<file path="src/hdl/alpm_defines.svh">
`ifndef ALPM_DEFINES_SVH
`define ALPM_DEFINES_SVH

// ****************
// timing
// ****************
`define ALPM_CLK_NS 100
`define ALPM_MS_NS 1000000
`define ALPM_US_NS 1000
`define ALPM_MS_CYCLES (`ALPM_MS_NS / `ALPM_CLK_NS)
`define ALPM_US_CYCLES (`ALPM_US_NS / `ALPM_CLK_NS)
`define ALPM_OVL_MS_PER_GAIN 10
`define ALPM_OVS_NUM 12
`define ALPM_OVS_DEN 10

// ****************
// register offsets
// ****************
`define ALPM_OFS_CTRL 8'h00
`define ALPM_OFS_FWD_LIMIT 8'h04
`define ALPM_OFS_REV_LIMIT 8'h08
`define ALPM_OFS_OVL_GAIN 8'h0C
`define ALPM_OFS_STALL_TIME 8'h10
`define ALPM_OFS_OVS_SET 8'h14
`define ALPM_OFS_MAX_SPEED 8'h18
`define ALPM_OFS_DIFILT0 8'h1C
`define ALPM_OFS_PROBE1_FILT 8'h30
`define ALPM_OFS_PROBE2_FILT 8'h34
`define ALPM_OFS_STATUS 8'h38

// ****************
// field positions
// ****************
`define ALPM_CTRL_LIM_LSB 0
`define ALPM_CTRL_LIM_MSB 1
`define ALPM_CTRL_OVL_MASK 2
`define ALPM_CTRL_STALL_EN 3
`define ALPM_CTRL_RUN_EN 4
`define ALPM_CTRL_OVS_CUSTOM 5
`define ALPM_CTRL_DI4_PROBE 6
`define ALPM_CTRL_DI5_PROBE 7
`define ALPM_ST_FWD 0
`define ALPM_ST_REV 1
`define ALPM_ST_STOP 2
`define ALPM_ST_OVL 3
`define ALPM_ST_STALL 4
`define ALPM_ST_OVS 5
`define ALPM_ST_RUN 6
`define ALPM_ST_HOMED 7
`define ALPM_ST_DI_LSB 8
`define ALPM_ST_DI_MSB 12

// ****************
// reset values
// ****************
`define ALPM_RST_CTRL 8'h18
`define ALPM_RST_FWD_LIMIT 32'h7FFFFFFF
`define ALPM_RST_REV_LIMIT 32'h80000000
`define ALPM_RST_OVL_GAIN 16'h0064
`define ALPM_RST_STALL_TIME 16'h00C8
`define ALPM_RST_OVS_SET 16'h0000
`define ALPM_RST_MAX_SPEED 16'h1770
`define ALPM_RST_DIFILT 16'h01F4
`define ALPM_RST_PROBE_FILT 16'h0064

`endif

</file>
<file path="src/hdl/alpm_pkg.sv">
package alpm_pkg;
    typedef logic signed [31:0] alpm_pos_t;
    typedef logic signed [15:0] alpm_spd_t;
    typedef logic [31:0] alpm_word_t;
    typedef logic [15:0] alpm_ftime_t;
    typedef enum logic [1:0] {
        ALPM_LIM_OFF = 2'h0,
        ALPM_LIM_ON = 2'h1,
        ALPM_LIM_HOMED = 2'h2
    } alpm_lim_e;
endpackage

</file>
<file path="src/hdl/alpm_filt_if.sv">
`timescale 1ns/1ps
interface alpm_filt_if;
    import alpm_pkg::*;
    logic raw;
    logic tick;
    alpm_ftime_t ftime;
    logic qual;
    modport filt (input raw, input tick, input ftime, output qual);
    modport top (output raw, output tick, output ftime, input qual);
endinterface

</file>
<file path="src/hdl/alpm_di_filter.sv">
`timescale 1ns/1ps
module alpm_di_filter (
    input wire logic i_sys_clk,
    input wire logic i_rstn,
    input wire logic i_ce,
    alpm_filt_if.filt f
);
    import alpm_pkg::*;
    alpm_ftime_t cnt_r;
    alpm_ftime_t cnt_nxt;
    alpm_ftime_t inc;
    logic qual_r;
    logic qual_nxt;

    // a level returning to the qualified value restarts the hold count
    always_comb begin
        inc = cnt_r + 16'h0001;
        cnt_nxt = cnt_r;
        qual_nxt = qual_r;
        if (f.raw == qual_r) begin
            cnt_nxt = 16'h0000;
        end else if (f.ftime == 16'h0000) begin
            qual_nxt = f.raw;
            cnt_nxt = 16'h0000;
        end else if (f.tick) begin
            if (inc >= f.ftime) begin
                qual_nxt = f.raw;
                cnt_nxt = 16'h0000;
            end else begin
                cnt_nxt = inc;
            end
        end
    end

    always_ff @(posedge i_sys_clk or negedge i_rstn) begin
        if (!i_rstn) begin
            cnt_r <= 16'h0000;
            qual_r <= 1'b0;
        end else if (i_ce) begin
            cnt_r <= cnt_nxt;
            qual_r <= qual_nxt;
        end
    end

    assign f.qual = qual_r;
endmodule

</file>
<file path="src/hdl/alpm_axis_monitor.sv">
// Strobed register access and the register addresses were chosen for this implementation.
`timescale 1ns/1ps
`include "alpm_defines.svh"
// Contract
// - setting zero disables limit comparison
// - setting one arms limits from power-on
// - above forward limit warns and stops
// - below reverse limit warns and stops
// - setting two arms only after homing
// - overload report time scales with gain
// - overload mask one suppresses overload fault
// - stall beyond threshold time reports fault
// - stall monitor enabled by default, disableable
// - overspeed above 1.2x max or setting
// - runaway enable zero suppresses runaway fault
// - five inputs, four and five fast
// - regular inputs use per-input filter time
// - probe inputs use probe filter time
// - fast inputs handle up to 4 kHz
module alpm_axis_monitor #(
    parameter int P_MS_CYCLES = `ALPM_MS_CYCLES,
    parameter int P_US_CYCLES = `ALPM_US_CYCLES
) (
    input wire logic i_sys_clk,
    input wire logic i_rstn,
    input wire logic i_ce,
    input wire logic [7:0] i_addr,
    input wire logic [31:0] i_wdata,
    input wire logic i_wr,
    input wire logic i_rd,
    output logic [31:0] o_rdata,
    input wire alpm_pkg::alpm_pos_t i_abs_pos,
    input wire logic i_homing_done,
    input wire alpm_pkg::alpm_spd_t i_speed,
    input wire logic i_overload_cond,
    input wire logic i_stalled,
    input wire logic i_runaway_cond,
    input wire logic [4:0] i_di,
    output logic o_fwd_overtravel_warning,
    output logic o_rev_overtravel_warning,
    output logic o_stop_req,
    output logic o_motor_overload_fault,
    output logic o_stall_overtemp_fault,
    output logic o_overspeed_fault,
    output logic o_runaway_fault,
    output logic [4:0] o_di_qual
);
    import alpm_pkg::*;

    // ****************
    // elaboration checks
    // ****************
    if (P_MS_CYCLES < 1 || P_MS_CYCLES > 16384) begin : g_chk_ms
        $error("P_MS_CYCLES out of range 1..16384");
    end
    if (P_US_CYCLES < 1 || P_US_CYCLES > 16) begin : g_chk_us
        $error("P_US_CYCLES out of range 1..16");
    end

    localparam logic [13:0] LP_MS_LAST = 14'(P_MS_CYCLES - 1);
    localparam logic [3:0] LP_US_LAST = 4'(P_US_CYCLES - 1);
    localparam logic [23:0] LP_OVL_MUL = 24'(`ALPM_OVL_MS_PER_GAIN);
    localparam logic [23:0] LP_OVS_NUM = 24'(`ALPM_OVS_NUM);
    localparam logic [23:0] LP_OVS_DEN = 24'(`ALPM_OVS_DEN);

    // ****************
    // configuration registers
    // ****************
    logic [7:0] ctrl_r;
    logic [7:0] ctrl_nxt;
    alpm_pos_t fwd_r;
    alpm_pos_t fwd_nxt;
    alpm_pos_t rev_r;
    alpm_pos_t rev_nxt;
    logic [15:0] gain_r;
    logic [15:0] gain_nxt;
    logic [15:0] stall_t_r;
    logic [15:0] stall_t_nxt;
    logic [15:0] ovs_set_r;
    logic [15:0] ovs_set_nxt;
    logic [15:0] maxspd_r;
    logic [15:0] maxspd_nxt;
    alpm_ftime_t difilt_r [5];
    alpm_ftime_t difilt_nxt [5];
    alpm_ftime_t probe_r [2];
    alpm_ftime_t probe_nxt [2];

    always_comb begin
        ctrl_nxt = ctrl_r;
        fwd_nxt = fwd_r;
        rev_nxt = rev_r;
        gain_nxt = gain_r;
        stall_t_nxt = stall_t_r;
        ovs_set_nxt = ovs_set_r;
        maxspd_nxt = maxspd_r;
        difilt_nxt = difilt_r;
        probe_nxt = probe_r;
        if (i_wr) begin
            case (i_addr)
                `ALPM_OFS_CTRL: ctrl_nxt = i_wdata[7:0];
                `ALPM_OFS_FWD_LIMIT: fwd_nxt = i_wdata;
                `ALPM_OFS_REV_LIMIT: rev_nxt = i_wdata;
                `ALPM_OFS_OVL_GAIN: gain_nxt = i_wdata[15:0];
                `ALPM_OFS_STALL_TIME: stall_t_nxt = i_wdata[15:0];
                `ALPM_OFS_OVS_SET: ovs_set_nxt = i_wdata[15:0];
                `ALPM_OFS_MAX_SPEED: maxspd_nxt = i_wdata[15:0];
                `ALPM_OFS_PROBE1_FILT: probe_nxt[0] = i_wdata[15:0];
                `ALPM_OFS_PROBE2_FILT: probe_nxt[1] = i_wdata[15:0];
                default: ;
            endcase
            for (int k = 0; k < 5; k++) begin
                if (i_addr == 8'(`ALPM_OFS_DIFILT0 + 4 * k)) begin
                    difilt_nxt[k] = i_wdata[15:0];
                end
            end
        end
    end

    always_ff @(posedge i_sys_clk or negedge i_rstn) begin
        if (!i_rstn) begin
            ctrl_r <= `ALPM_RST_CTRL;
            fwd_r <= `ALPM_RST_FWD_LIMIT;
            rev_r <= `ALPM_RST_REV_LIMIT;
            gain_r <= `ALPM_RST_OVL_GAIN;
            stall_t_r <= `ALPM_RST_STALL_TIME;
            ovs_set_r <= `ALPM_RST_OVS_SET;
            maxspd_r <= `ALPM_RST_MAX_SPEED;
            for (int k = 0; k < 5; k++) begin
                difilt_r[k] <= `ALPM_RST_DIFILT;
            end
            for (int k = 0; k < 2; k++) begin
                probe_r[k] <= `ALPM_RST_PROBE_FILT;
            end
        end else if (i_ce) begin
            ctrl_r <= ctrl_nxt;
            fwd_r <= fwd_nxt;
            rev_r <= rev_nxt;
            gain_r <= gain_nxt;
            stall_t_r <= stall_t_nxt;
            ovs_set_r <= ovs_set_nxt;
            maxspd_r <= maxspd_nxt;
            difilt_r <= difilt_nxt;
            probe_r <= probe_nxt;
        end
    end

    // ****************
    // time bases and input synchroniser
    // ****************
    logic [13:0] ms_cnt_r;
    logic [13:0] ms_cnt_nxt;
    logic ms_tick_r;
    logic ms_tick_nxt;
    logic [3:0] us_cnt_r;
    logic [3:0] us_cnt_nxt;
    logic us_tick_r;
    logic us_tick_nxt;
    logic [4:0] di_s1_r;
    logic [4:0] di_s2_r;

    always_comb begin
        ms_tick_nxt = (ms_cnt_r == LP_MS_LAST);
        ms_cnt_nxt = ms_tick_nxt ? 14'h0000 : ms_cnt_r + 14'h0001;
        us_tick_nxt = (us_cnt_r == LP_US_LAST);
        us_cnt_nxt = us_tick_nxt ? 4'h0 : us_cnt_r + 4'h1;
    end

    always_ff @(posedge i_sys_clk or negedge i_rstn) begin
        if (!i_rstn) begin
            ms_cnt_r <= 14'h0000;
            ms_tick_r <= 1'b0;
            us_cnt_r <= 4'h0;
            us_tick_r <= 1'b0;
            di_s1_r <= 5'h00;
            di_s2_r <= 5'h00;
        end else if (i_ce) begin
            ms_cnt_r <= ms_cnt_nxt;
            ms_tick_r <= ms_tick_nxt;
            us_cnt_r <= us_cnt_nxt;
            us_tick_r <= us_tick_nxt;
            di_s1_r <= i_di;
            di_s2_r <= di_s1_r;
        end
    end

    // ****************
    // input filters
    // ****************
    // microsecond resolution keeps a 125 us half period of a 4 kHz
    // signal well resolved on the fast inputs
    alpm_filt_if fif [5] ();
    logic [4:0] qual_w;

    for (genvar g = 0; g < 5; g++) begin : g_filt
        logic use_probe;
        if (g == 3) begin : g_p1
            assign use_probe = ctrl_r[`ALPM_CTRL_DI4_PROBE];
        end else if (g == 4) begin : g_p2
            assign use_probe = ctrl_r[`ALPM_CTRL_DI5_PROBE];
        end else begin : g_np
            assign use_probe = 1'b0;
        end
        assign fif[g].raw = di_s2_r[g];
        assign fif[g].tick = us_tick_r;
        assign fif[g].ftime = use_probe ? probe_r[g - 3 < 0 ? 0 : g - 3]
                                        : difilt_r[g];
        assign qual_w[g] = fif[g].qual;
        alpm_di_filter u_filt (
            .i_sys_clk(i_sys_clk),
            .i_rstn(i_rstn),
            .i_ce(i_ce),
            .f(fif[g].filt)
        );
    end

    assign o_di_qual = qual_w;

    // ****************
    // limit and motor monitors
    // ****************
    logic homed_r;
    logic homed_nxt;
    logic fwd_w_r;
    logic fwd_w_nxt;
    logic rev_w_r;
    logic rev_w_nxt;
    logic stop_r;
    logic stop_nxt;
    logic [23:0] ovl_cnt_r;
    logic [23:0] ovl_cnt_nxt;
    logic [15:0] stall_cnt_r;
    logic [15:0] stall_cnt_nxt;
    logic ovl_f_r;
    logic ovl_f_nxt;
    logic stall_f_r;
    logic stall_f_nxt;
    logic ovs_f_r;
    logic ovs_f_nxt;
    logic run_f_r;
    logic run_f_nxt;
    alpm_lim_e lim_sel;
    logic armed;
    logic st_clr;
    logic [23:0] ovl_thr;
    logic [16:0] spd_abs;
    logic [23:0] spd_lhs;
    logic [23:0] spd_rhs;
    logic ovs_hit;

    always_comb begin
        lim_sel = alpm_lim_e'(ctrl_r[`ALPM_CTRL_LIM_MSB:`ALPM_CTRL_LIM_LSB]);
        st_clr = i_wr && (i_addr == `ALPM_OFS_STATUS);
        homed_nxt = homed_r | i_homing_done;
        armed = 1'b0;
        if (lim_sel == ALPM_LIM_ON) begin
            armed = 1'b1;
        end else if (lim_sel == ALPM_LIM_HOMED) begin
            armed = homed_r;
        end
        fwd_w_nxt = armed && (i_abs_pos > fwd_r);
        rev_w_nxt = armed && (i_abs_pos < rev_r);
        stop_nxt = fwd_w_nxt | rev_w_nxt;

        // the heat count restarts once the motor is back below rated load
        ovl_thr = {8'h00, gain_r} * LP_OVL_MUL;
        ovl_cnt_nxt = ovl_cnt_r;
        if (!i_overload_cond) begin
            ovl_cnt_nxt = 24'h000000;
        end else if (ms_tick_r && ovl_cnt_r != 24'hFFFFFF) begin
            ovl_cnt_nxt = ovl_cnt_r + 24'h000001;
        end
        ovl_f_nxt = 1'b0;
        if (!ctrl_r[`ALPM_CTRL_OVL_MASK]) begin
            ovl_f_nxt = (i_overload_cond && ovl_cnt_r >= ovl_thr)
                      | (ovl_f_r & ~(st_clr & i_wdata[`ALPM_ST_OVL]));
        end

        stall_cnt_nxt = stall_cnt_r;
        if (!i_stalled || !ctrl_r[`ALPM_CTRL_STALL_EN]) begin
            stall_cnt_nxt = 16'h0000;
        end else if (ms_tick_r && stall_cnt_r != 16'hFFFF) begin
            stall_cnt_nxt = stall_cnt_r + 16'h0001;
        end
        stall_f_nxt = 1'b0;
        if (ctrl_r[`ALPM_CTRL_STALL_EN]) begin
            stall_f_nxt = (i_stalled && stall_cnt_r > stall_t_r)
                        | (stall_f_r & ~(st_clr & i_wdata[`ALPM_ST_STALL]));
        end

        // scaled compare avoids a divider for the 1.2x default
        spd_abs = i_speed[15] ? 17'(-{i_speed[15], i_speed})
                              : {1'b0, i_speed};
        if (ctrl_r[`ALPM_CTRL_OVS_CUSTOM]) begin
            spd_lhs = {7'h00, spd_abs};
            spd_rhs = {8'h00, ovs_set_r};
        end else begin
            spd_lhs = {7'h00, spd_abs} * LP_OVS_DEN;
            spd_rhs = {8'h00, maxspd_r} * LP_OVS_NUM;
        end
        ovs_hit = spd_lhs > spd_rhs;
        ovs_f_nxt = ovs_hit | (ovs_f_r & ~(st_clr & i_wdata[`ALPM_ST_OVS]));

        run_f_nxt = 1'b0;
        if (ctrl_r[`ALPM_CTRL_RUN_EN]) begin
            run_f_nxt = i_runaway_cond
                      | (run_f_r & ~(st_clr & i_wdata[`ALPM_ST_RUN]));
        end
    end

    always_ff @(posedge i_sys_clk or negedge i_rstn) begin
        if (!i_rstn) begin
            homed_r <= 1'b0;
            fwd_w_r <= 1'b0;
            rev_w_r <= 1'b0;
            stop_r <= 1'b0;
            ovl_cnt_r <= 24'h000000;
            stall_cnt_r <= 16'h0000;
            ovl_f_r <= 1'b0;
            stall_f_r <= 1'b0;
            ovs_f_r <= 1'b0;
            run_f_r <= 1'b0;
        end else if (i_ce) begin
            homed_r <= homed_nxt;
            fwd_w_r <= fwd_w_nxt;
            rev_w_r <= rev_w_nxt;
            stop_r <= stop_nxt;
            ovl_cnt_r <= ovl_cnt_nxt;
            stall_cnt_r <= stall_cnt_nxt;
            ovl_f_r <= ovl_f_nxt;
            stall_f_r <= stall_f_nxt;
            ovs_f_r <= ovs_f_nxt;
            run_f_r <= run_f_nxt;
        end
    end

    assign o_fwd_overtravel_warning = fwd_w_r;
    assign o_rev_overtravel_warning = rev_w_r;
    assign o_stop_req = stop_r;
    assign o_motor_overload_fault = ovl_f_r;
    assign o_stall_overtemp_fault = stall_f_r;
    assign o_overspeed_fault = ovs_f_r;
    assign o_runaway_fault = run_f_r;

    // ****************
    // read port
    // ****************
    logic [31:0] rdata_r;
    logic [31:0] rdata_nxt;
    alpm_word_t status_w;

    always_comb begin
        status_w = 32'h00000000;
        status_w[`ALPM_ST_FWD] = fwd_w_r;
        status_w[`ALPM_ST_REV] = rev_w_r;
        status_w[`ALPM_ST_STOP] = stop_r;
        status_w[`ALPM_ST_OVL] = ovl_f_r;
        status_w[`ALPM_ST_STALL] = stall_f_r;
        status_w[`ALPM_ST_OVS] = ovs_f_r;
        status_w[`ALPM_ST_RUN] = run_f_r;
        status_w[`ALPM_ST_HOMED] = homed_r;
        status_w[`ALPM_ST_DI_MSB:`ALPM_ST_DI_LSB] = qual_w;
        rdata_nxt = 32'h00000000;
        if (i_rd) begin
            case (i_addr)
                `ALPM_OFS_CTRL: rdata_nxt = {24'h000000, ctrl_r};
                `ALPM_OFS_FWD_LIMIT: rdata_nxt = fwd_r;
                `ALPM_OFS_REV_LIMIT: rdata_nxt = rev_r;
                `ALPM_OFS_OVL_GAIN: rdata_nxt = {16'h0000, gain_r};
                `ALPM_OFS_STALL_TIME: rdata_nxt = {16'h0000, stall_t_r};
                `ALPM_OFS_OVS_SET: rdata_nxt = {16'h0000, ovs_set_r};
                `ALPM_OFS_MAX_SPEED: rdata_nxt = {16'h0000, maxspd_r};
                `ALPM_OFS_PROBE1_FILT: rdata_nxt = {16'h0000, probe_r[0]};
                `ALPM_OFS_PROBE2_FILT: rdata_nxt = {16'h0000, probe_r[1]};
                `ALPM_OFS_STATUS: rdata_nxt = status_w;
                default: ;
            endcase
            for (int k = 0; k < 5; k++) begin
                if (i_addr == 8'(`ALPM_OFS_DIFILT0 + 4 * k)) begin
                    rdata_nxt = {16'h0000, difilt_r[k]};
                end
            end
        end
    end

    always_ff @(posedge i_sys_clk or negedge i_rstn) begin
        if (!i_rstn) begin
            rdata_r <= 32'h00000000;
        end else if (i_ce) begin
            rdata_r <= rdata_nxt;
        end
    end

    assign o_rdata = rdata_r;
endmodule

</file>
<file path="config.mk">
export PLATFORM = sky130hd
export DESIGN_NAME = alpm_axis_monitor
export DESIGN_NICKNAME = d
export VERILOG_FILES = /design/src/hdl/alpm_pkg.sv /design/src/hdl/alpm_filt_if.sv /design/src/hdl/alpm_di_filter.sv /design/src/hdl/alpm_axis_monitor.sv
export VERILOG_INCLUDE_DIRS = /design/src /design/src/hdl
export SDC_FILE = /design/constraint.sdc
export NUM_CORES = 1
export LEC_CHECK = 0
export ABC_AREA = 1
export BUFFER_PORTS_ARGS = -buffer_cell sky130_fd_sc_hd__buf_2
export CORE_MARGIN = 3
export CORE_UTILIZATION = 25
export CTS_CLUSTER_SIZE = 16
export DETAILED_ROUTE_END_ITERATION = 12
export HOLD_SLACK_MARGIN = 0.03
export PLACE_DENSITY = 0.36
export SETUP_SLACK_MARGIN = 0.02
export SYNTH_ARGS = -nofsm -noshare
export SYNTH_HDL_FRONTEND = slang
export SYNTH_HIERARCHICAL = 1
export SYNTH_SLANG_ARGS = --single-unit
</file>
<file path="constraint.sdc">
create_clock -name i_sys_clk -period 4.3 [get_ports i_sys_clk]
set_input_delay 0.86 -clock i_sys_clk [delete_from_list [all_inputs] [get_ports i_sys_clk]]
set_output_delay 0.86 -clock i_sys_clk [all_outputs]
set_load 0.03 [all_outputs]
</file>
## Yosys cells after proc, flatten, opt, wreduce, memory -nomap -nowiden

Cells that the tools add are included.

| storage, ports and cells | value |
|---|---|
| bits in registers | 443 |
| word-level logic and storage cells | 229 |

| operators by class | value |
|---|---|
| eq/ne operators | 26 |
| $add $sub $neg | 10 |
| muxes and demuxes | 58 |
| bitwise gates (word level) | 23 |
| $mul | 3 |
| order comparisons | 10 |
| reduce and logical (&&, ||, !) cells | 58 |

Operator list:

| operator | number |
|---|---|
| 16-bit two-way mux | 24 |
| 32-bit one-hot mux with 10 select lines | 1 |
| 32-bit two-way mux | 6 |
| 16-bit by 1-bit adder with 16-bit output (second input constant) | 6 |
| 16-bit greater-or-equal comparator | 5 |
| 16-bit logical NOT | 5 |
| 8-bit by 6-bit equality test with 1-bit output (second input constant) | 7 |
| 24-bit two-way mux | 2 |
| 3-bit AND reduction | 14 |
| 8-bit by 5-bit equality test with 1-bit output (second input constant) | 4 |
| 32-bit greater-than comparator | 1 |
| 32-bit < comparator | 1 |
| 24-bit by 1-bit adder with 24-bit output (second input constant) | 1 |
| 24-bit by 20-bit greater-or-equal comparator with 1-bit output | 1 |
| 24-bit greater-than comparator | 1 |
| 24-bit != test (second input constant) | 1 |
| 2-bit nonzero test | 11 |
| 21-bit two-way mux | 1 |
| 17-bit by 3-bit multiplier with 20-bit output (second input constant) | 1 |
| 1-bit two-way mux | 20 |
| 20-bit two-way mux | 1 |
| 4-bit AND reduction | 5 |
| 16-bit by 3-bit multiplier with 19-bit output (second input constant) | 1 |
| 16-bit by 2-bit multiplier with 18-bit output (second input constant) | 1 |
| other kinds (25) | 67 |

## Depth between registers and ports, before layout

| depth | value |
|---|---|
| word-level depth | 8 |
| gate-level depth with buffers | 30 |

## Modules after synthesis

The synthesis kept the hierarchy.

Modules (own cells, without submodules):

| module | cells each | instances | seq. area each (um2) | area each (um2) |
|---|---|---|---|---|
| alpm_axis_monitor | 3,081 | 1 | 9,062.4 | 23,353.6 |
| alpm_di_filter | 235 | 5 | 425.4 | 1,600.3 |

## Worst setup path before layout

OpenSTA, ideal clock, no wires.

| path | value |
|---|---|
| path kind | input to register |
| from | input i_speed[0] |
| to | register ovs_f_r (netlist: o_overspeed_fault) |
| setup time | 0.118 ns |
| stages on the path | 29 |
| slack | -0.001 ns |
| arrival time | 4.183 ns |
| required time | 4.182 ns |
| cell sequence | inv_1 > ha_1 > nand3_1 > nand2_1 > xor2_1 > ha_1 > inv_1 > fa_1 > inv_1 > nand2_1 > o21ai_0 > inv_1 > o21ai_0 > nand2_1 > nand2_1 > nand3_1 > nand2_1 > nand2_1 > nand2_1 > nor2_1 > ha_1 > nand2_1 > nor2_1 > inv_1 > nor2_1 > a221oi_1 > nand3_1 > nand3_1 > nand2_1 |

| between the ends | value |
|---|---|
| word-level cells in the longest chain between the ends | 6 |

Ends and longest elaborated chain:

| item | line | text |
|---|---|---|
| start, declared | alpm_axis_monitor.sv:34 | `input wire alpm_pkg::alpm_spd_t i_speed,` |
| 17-bit negation | alpm_axis_monitor.sv:291 | `spd_abs = i_speed[15] ? 17'(-{i_speed[15], i_speed})` |
| 17-bit two-way mux * | alpm_axis_monitor.sv:291 |  |
| 17-bit by 3-bit multiplier with 20-bit output | alpm_axis_monitor.sv:297 | `spd_lhs = {7'h00, spd_abs} * LP_OVS_DEN;` |
| 21-bit two-way mux * | alpm_axis_monitor.sv:293 | `` if (ctrl_r[`ALPM_CTRL_OVS_CUSTOM]) begin `` |
| 24-bit greater-than comparator * | alpm_axis_monitor.sv:300 | `ovs_hit = spd_lhs > spd_rhs;` |
| 1-bit OR * | alpm_axis_monitor.sv:301 | `` ovs_f_nxt = ovs_hit \| (ovs_f_r & ~(st_clr & i_wdata[`ALPM_ST_OVS])); `` |
| end signal, assigned | alpm_axis_monitor.sv:331 | `ovs_f_r <= ovs_f_nxt;` |
| end, declared | alpm_axis_monitor.sv:237 | `logic ovs_f_r;` |

Mark *: on every way between the ends. The rest lies on a longest branch, timed or not.
A chain may end at the register's enable or synchronous reset.

## Worst setup path after layout

Same ends and word-level chain as after synthesis.

==> insert_results.sql <==
INSERT INTO impl_metrics (metric_group, metric, value, unit) VALUES
('die', 'floorplan.rows', '129', ''),
('timing', 'finalMaxSlewViolations', '0', ''),
('route', 'drt_first_iter_violations', '1771', ''),
('die', 'die_y', '360.1', 'microns'),
('clock_tree', 'clock_sink_count', '443', ''),
('die', 'floorplan.initialDensity', '0.2526', ''),
('cells_and_area', 'finalCoreUtilization', '0.2948', ''),
('worst_setup_path', 'arrival', '4.57', 'ns'),
('power', 'power.clock.fraction', '0.439', ''),
('run_status', 'run_status', 'finished clean', ''),
('placement', 'place_hpwl', '85530', 'microns'),
('power', 'p_sw_frac', '0.3124', ''),
('power', 'seqPwrFrac', '0.375', ''),
('worst_setup_path', 'r2r_slack', '0.64', 'ns'),
('synthesis', 'post_synth_num_cell_types', '57', ''),
('timing', 'finalWorstSetupSlack', '0.2899', 'ns'),
('synthesis', 'yosys.area.top_type_share', '0.2873', ''),
('die', 'die_area', '129700', 'sq um'),
('power', 'fin_total_pwr', '12.35', 'mW'),
('global_route', 'wire_length_of_the_first_global_routing_pass', '173800', 'microns'),
('placement', 'pre_cts_setup_slack', '-0.5977', 'ns'),
('cells_and_area', 'fin_nets', '4806', ''),
('route', 'remaining_drc_errors', '0', ''),
('power', 'power.ir.vdd_worst', '0.2781', 'mV'),
('route', 'firstDrtPassIters', '5', ''),
('route', 'num_vias', '27580', ''),
('clock_tree', 'cts.clk_slew.worst_paths', '0.06', 'ns'),
('global_route', 'global_route.usage.met2', '0.2789', ''),
('synthesis', 'synth.yosys.seq_area_share', '0.3569', ''),
('synthesis', 'gate_count_after_technology_mapping', '4256', ''),
('timing', 'worst_pin_slew', '1.188', 'ns'),
('timing', 'final.min_clock_period', '4.010', 'ns'),
('worst_setup_path', 'critical_path.startpoint_type', 'input port', ''),
('power', 'combinational_power_share', '0.186', ''),
('clock_tree', 'cts_inserted_buffers', '58', ''),
('placement', 'postPlaceCellArea', '34250', 'sq um'),
('cells_and_area', 'most-common-layout-cells', 'sky130_fd_sc_hd__nand2_1, sky130_fd_sc_hd__inv_1, sky130_fd_sc_hd__dfrtp_1', ''),
('route', 'final_antenna_net_count', '0', ''),
('power', 'power_density', '337.6', 'nW/um^2'),
('cells_and_area', 'layout-drive-gt1-share', '0.1433', ''),
('synthesis', 'ys_ff_latch', '443', ''),
('synthesis', 'synth-warning-count', '6', ''),
('flow_run', 'max_cap_violations', '0', ''),
('timing', 'achievable-frequency', '0.2494', 'GHz'),
('worst_setup_path', 'r2r_start', 'gain_r[1]', ''),
('clock_tree', 'cts_buffer_depth', '3', ''),
('timing', 'timing.clock.skew', '0.02352', 'ns'),
('clock_tree', 'tritoncts', 'done', ''),
('route', 'drt-wirelength-per-cell', '18.55', 'microns'),
('timing', 'final_hold_viol_count', '0', ''),
('cells_and_area', 'area_growth_syn_to_layout', '16.68', '%'),
('global_route', 'gr-usage-all-layers', '0.1738', ''),
('clock_tree', 'cell_at_the_root_of_the_clock_tree', 'sky130_fd_sc_hd__clkbuf_16', ''),
('global_route', 'largest_net_degree_at_the_start_of_global_routing', '78', ''),
('power', 'power.static_leakage', '18.19', 'nW'),
('placement', 'gp_routability_congestion', '0.8198', ''),
('die', 'die_width', '360.1', 'microns'),
('clock_tree', 'clk_latency', '0.67', 'ns'),
('worst_setup_path', 'worst_r2r_path_depth', '22', ''),
('route', 'wirelength', '113400', 'microns'),
('global_route', 'grt-ovfl-total', '0', ''),
('cells_and_area', 'post-route-cell-area', '36590', 'sq um'),
('route', 'vias_per_cell', '4.509', ''),
('die', 'fp.coreArea', '124100', 'sq um'),
('worst_setup_path', 'worst_setup_path_end_kind', 'flip-flop', ''),
('synthesis', 'biggest_area_contributors_in_the_synthesized_netlist', 'sky130_fd_sc_hd__dfrtp_1, sky130_fd_sc_hd__nand2_1, sky130_fd_sc_hd__ha_1, sky130_fd_sc_hd__dfstp_2, sky130_fd_sc_hd__inv_1', ''),
('global_route', 'grtUsageMet3', '0.01881', ''),
('synthesis', 'syn_area_per_cell', '7.367', 'sq um'),
('min_path', 'min_path_type', 'in -> async', ''),
('timing', 'final.period_utilization', '0.9326', ''),
('power', 'internal_power', '8.492', 'mW');
[metrics by stage]
step | hold WS, ns | std cells
final | 0.1053 | 6116
after global routing | 0.08780 | 6114
after CTS | 0.06681 | 6107
after floorplan | 0.4422 | 4256
after detailed placement | 0.4625 | 5997
after global placement | 0.4597 | 5997
[cells by family (layout without fill, tap and decap cells)]
group | count (synthesis) | after routing | synth area share
mux | 29 | 29 | 0.01041
compound gates | 640 | 640 | 0.1086
xor+xnor | 103 | 103 | 0.03117
simple gates | 2081 | 2081 | 0.2929
buf+inv | 679 | 897 | 0.08747
other cells | 1 | 6 | 0.0001196
fa+ha+maj | 280 | 280 | 0.1125
flops | 443 | 443 | 0.3569
[repair_timing]
item / CTS / global route
setup endpoints to repair: 0 / 1
setup buffers: 0 / 4
gates resized for setup: 0 / 44
[cell usage after synthesis (all sizes together)]
cell,number
fa,3
a31oi,13
dfstp,83
a22oi,2
and3,2
o32ai,1
a21o,11
inv,535
mux2,29
o21ai,389
buf,74
o211ai,3
a221oi,2
a211oi,1
nand3b,34
conb,1
nor2,303
o21a,5
clkbuf,69
a21oi,158
nand2,1332
o41ai,1
a21boi,2
dfrtp,360
o31ai,6
nand3,276
ha,277
nand4,72
a41oi,1
nor3,40
o22ai,35
clkinv,1
nor4,15
xnor2,23
xor2,80
o21bai,9
or2,7
a31o,1
[power groups by stage]
stage,logic [mW],clock network (mW),registers (mW)
floorplan,1.48,0,4.58
global placement,2.27,0,4.72
detailed placement,2.27,0,4.71
CTS,2.28,5.59,4.64
global route,2.65,5.75,4.67
finish,2.30,5.42,4.63
[layout make-up]
class | instances | area, sq um
clock inverter | 29 | 447.9
clock buffer | 81 | 1638
multi-input combinational | 3134 | 17630
antenna | 5 | 12.51
fill | 13540 | 87540
sequential | 443 | 11190
timing repair buffer | 251 | 1609
inverter | 536 | 2012
tap | 1637 | 2048
[routing by layer]
metal,up-vias,share of wire
met4,0,0.018
met5,-,0
li1,14160,-
met1,12930,0.50
met3,92,0.032
met2,388,0.45
[worst max-delay path, delay by kind of cell]
family	cells	cell delay, ns
AOI/OAI and AO/OA	3	0.56
xor gates and xnor gates	1	0.17
adders and majority gates	4	1.21
buffers and inverters	7	0.57
and+or+nand+nor	16	1.19
[state kept, by name, indices dropped and copies added (netlist names), 4 cells and up]
name / count
ctrl_r: 8
di_s1_r: 5
di_s2_r: 5
difilt_r: 32
fif.ftime: 48
fwd_r: 32
g_filt.u_filt/cnt_r: 80
g_filt.u_filt/f.qual: 5
gain_r: 16
maxspd_r: 16
ms_cnt_r: 14
o_rdata: 32
ovl_cnt_r: 24
ovs_set_r: 16
probe_r: 32
rev_r: 32
stall_cnt_r: 16
stall_t_r: 16
us_cnt_r: 4
[how the worst max path moves through the flow]
stage                           from                end  slack (ns)  depth (start not counted)
after floorplan           i_speed[0]  o_overspeed_fault        0.04                         26
after global placement    i_speed[0]  o_overspeed_fault       -0.64                         31
after detailed placement  i_speed[0]  o_overspeed_fault       -0.60                         29
after CTS                 i_speed[0]  o_overspeed_fault        0.09                         29
after global routing      i_speed[1]  o_overspeed_fault       -0.01                         27
final                     i_speed[0]  o_overspeed_fault        0.29                         31
No activity file was read; power rests on OpenSTA's default activity.
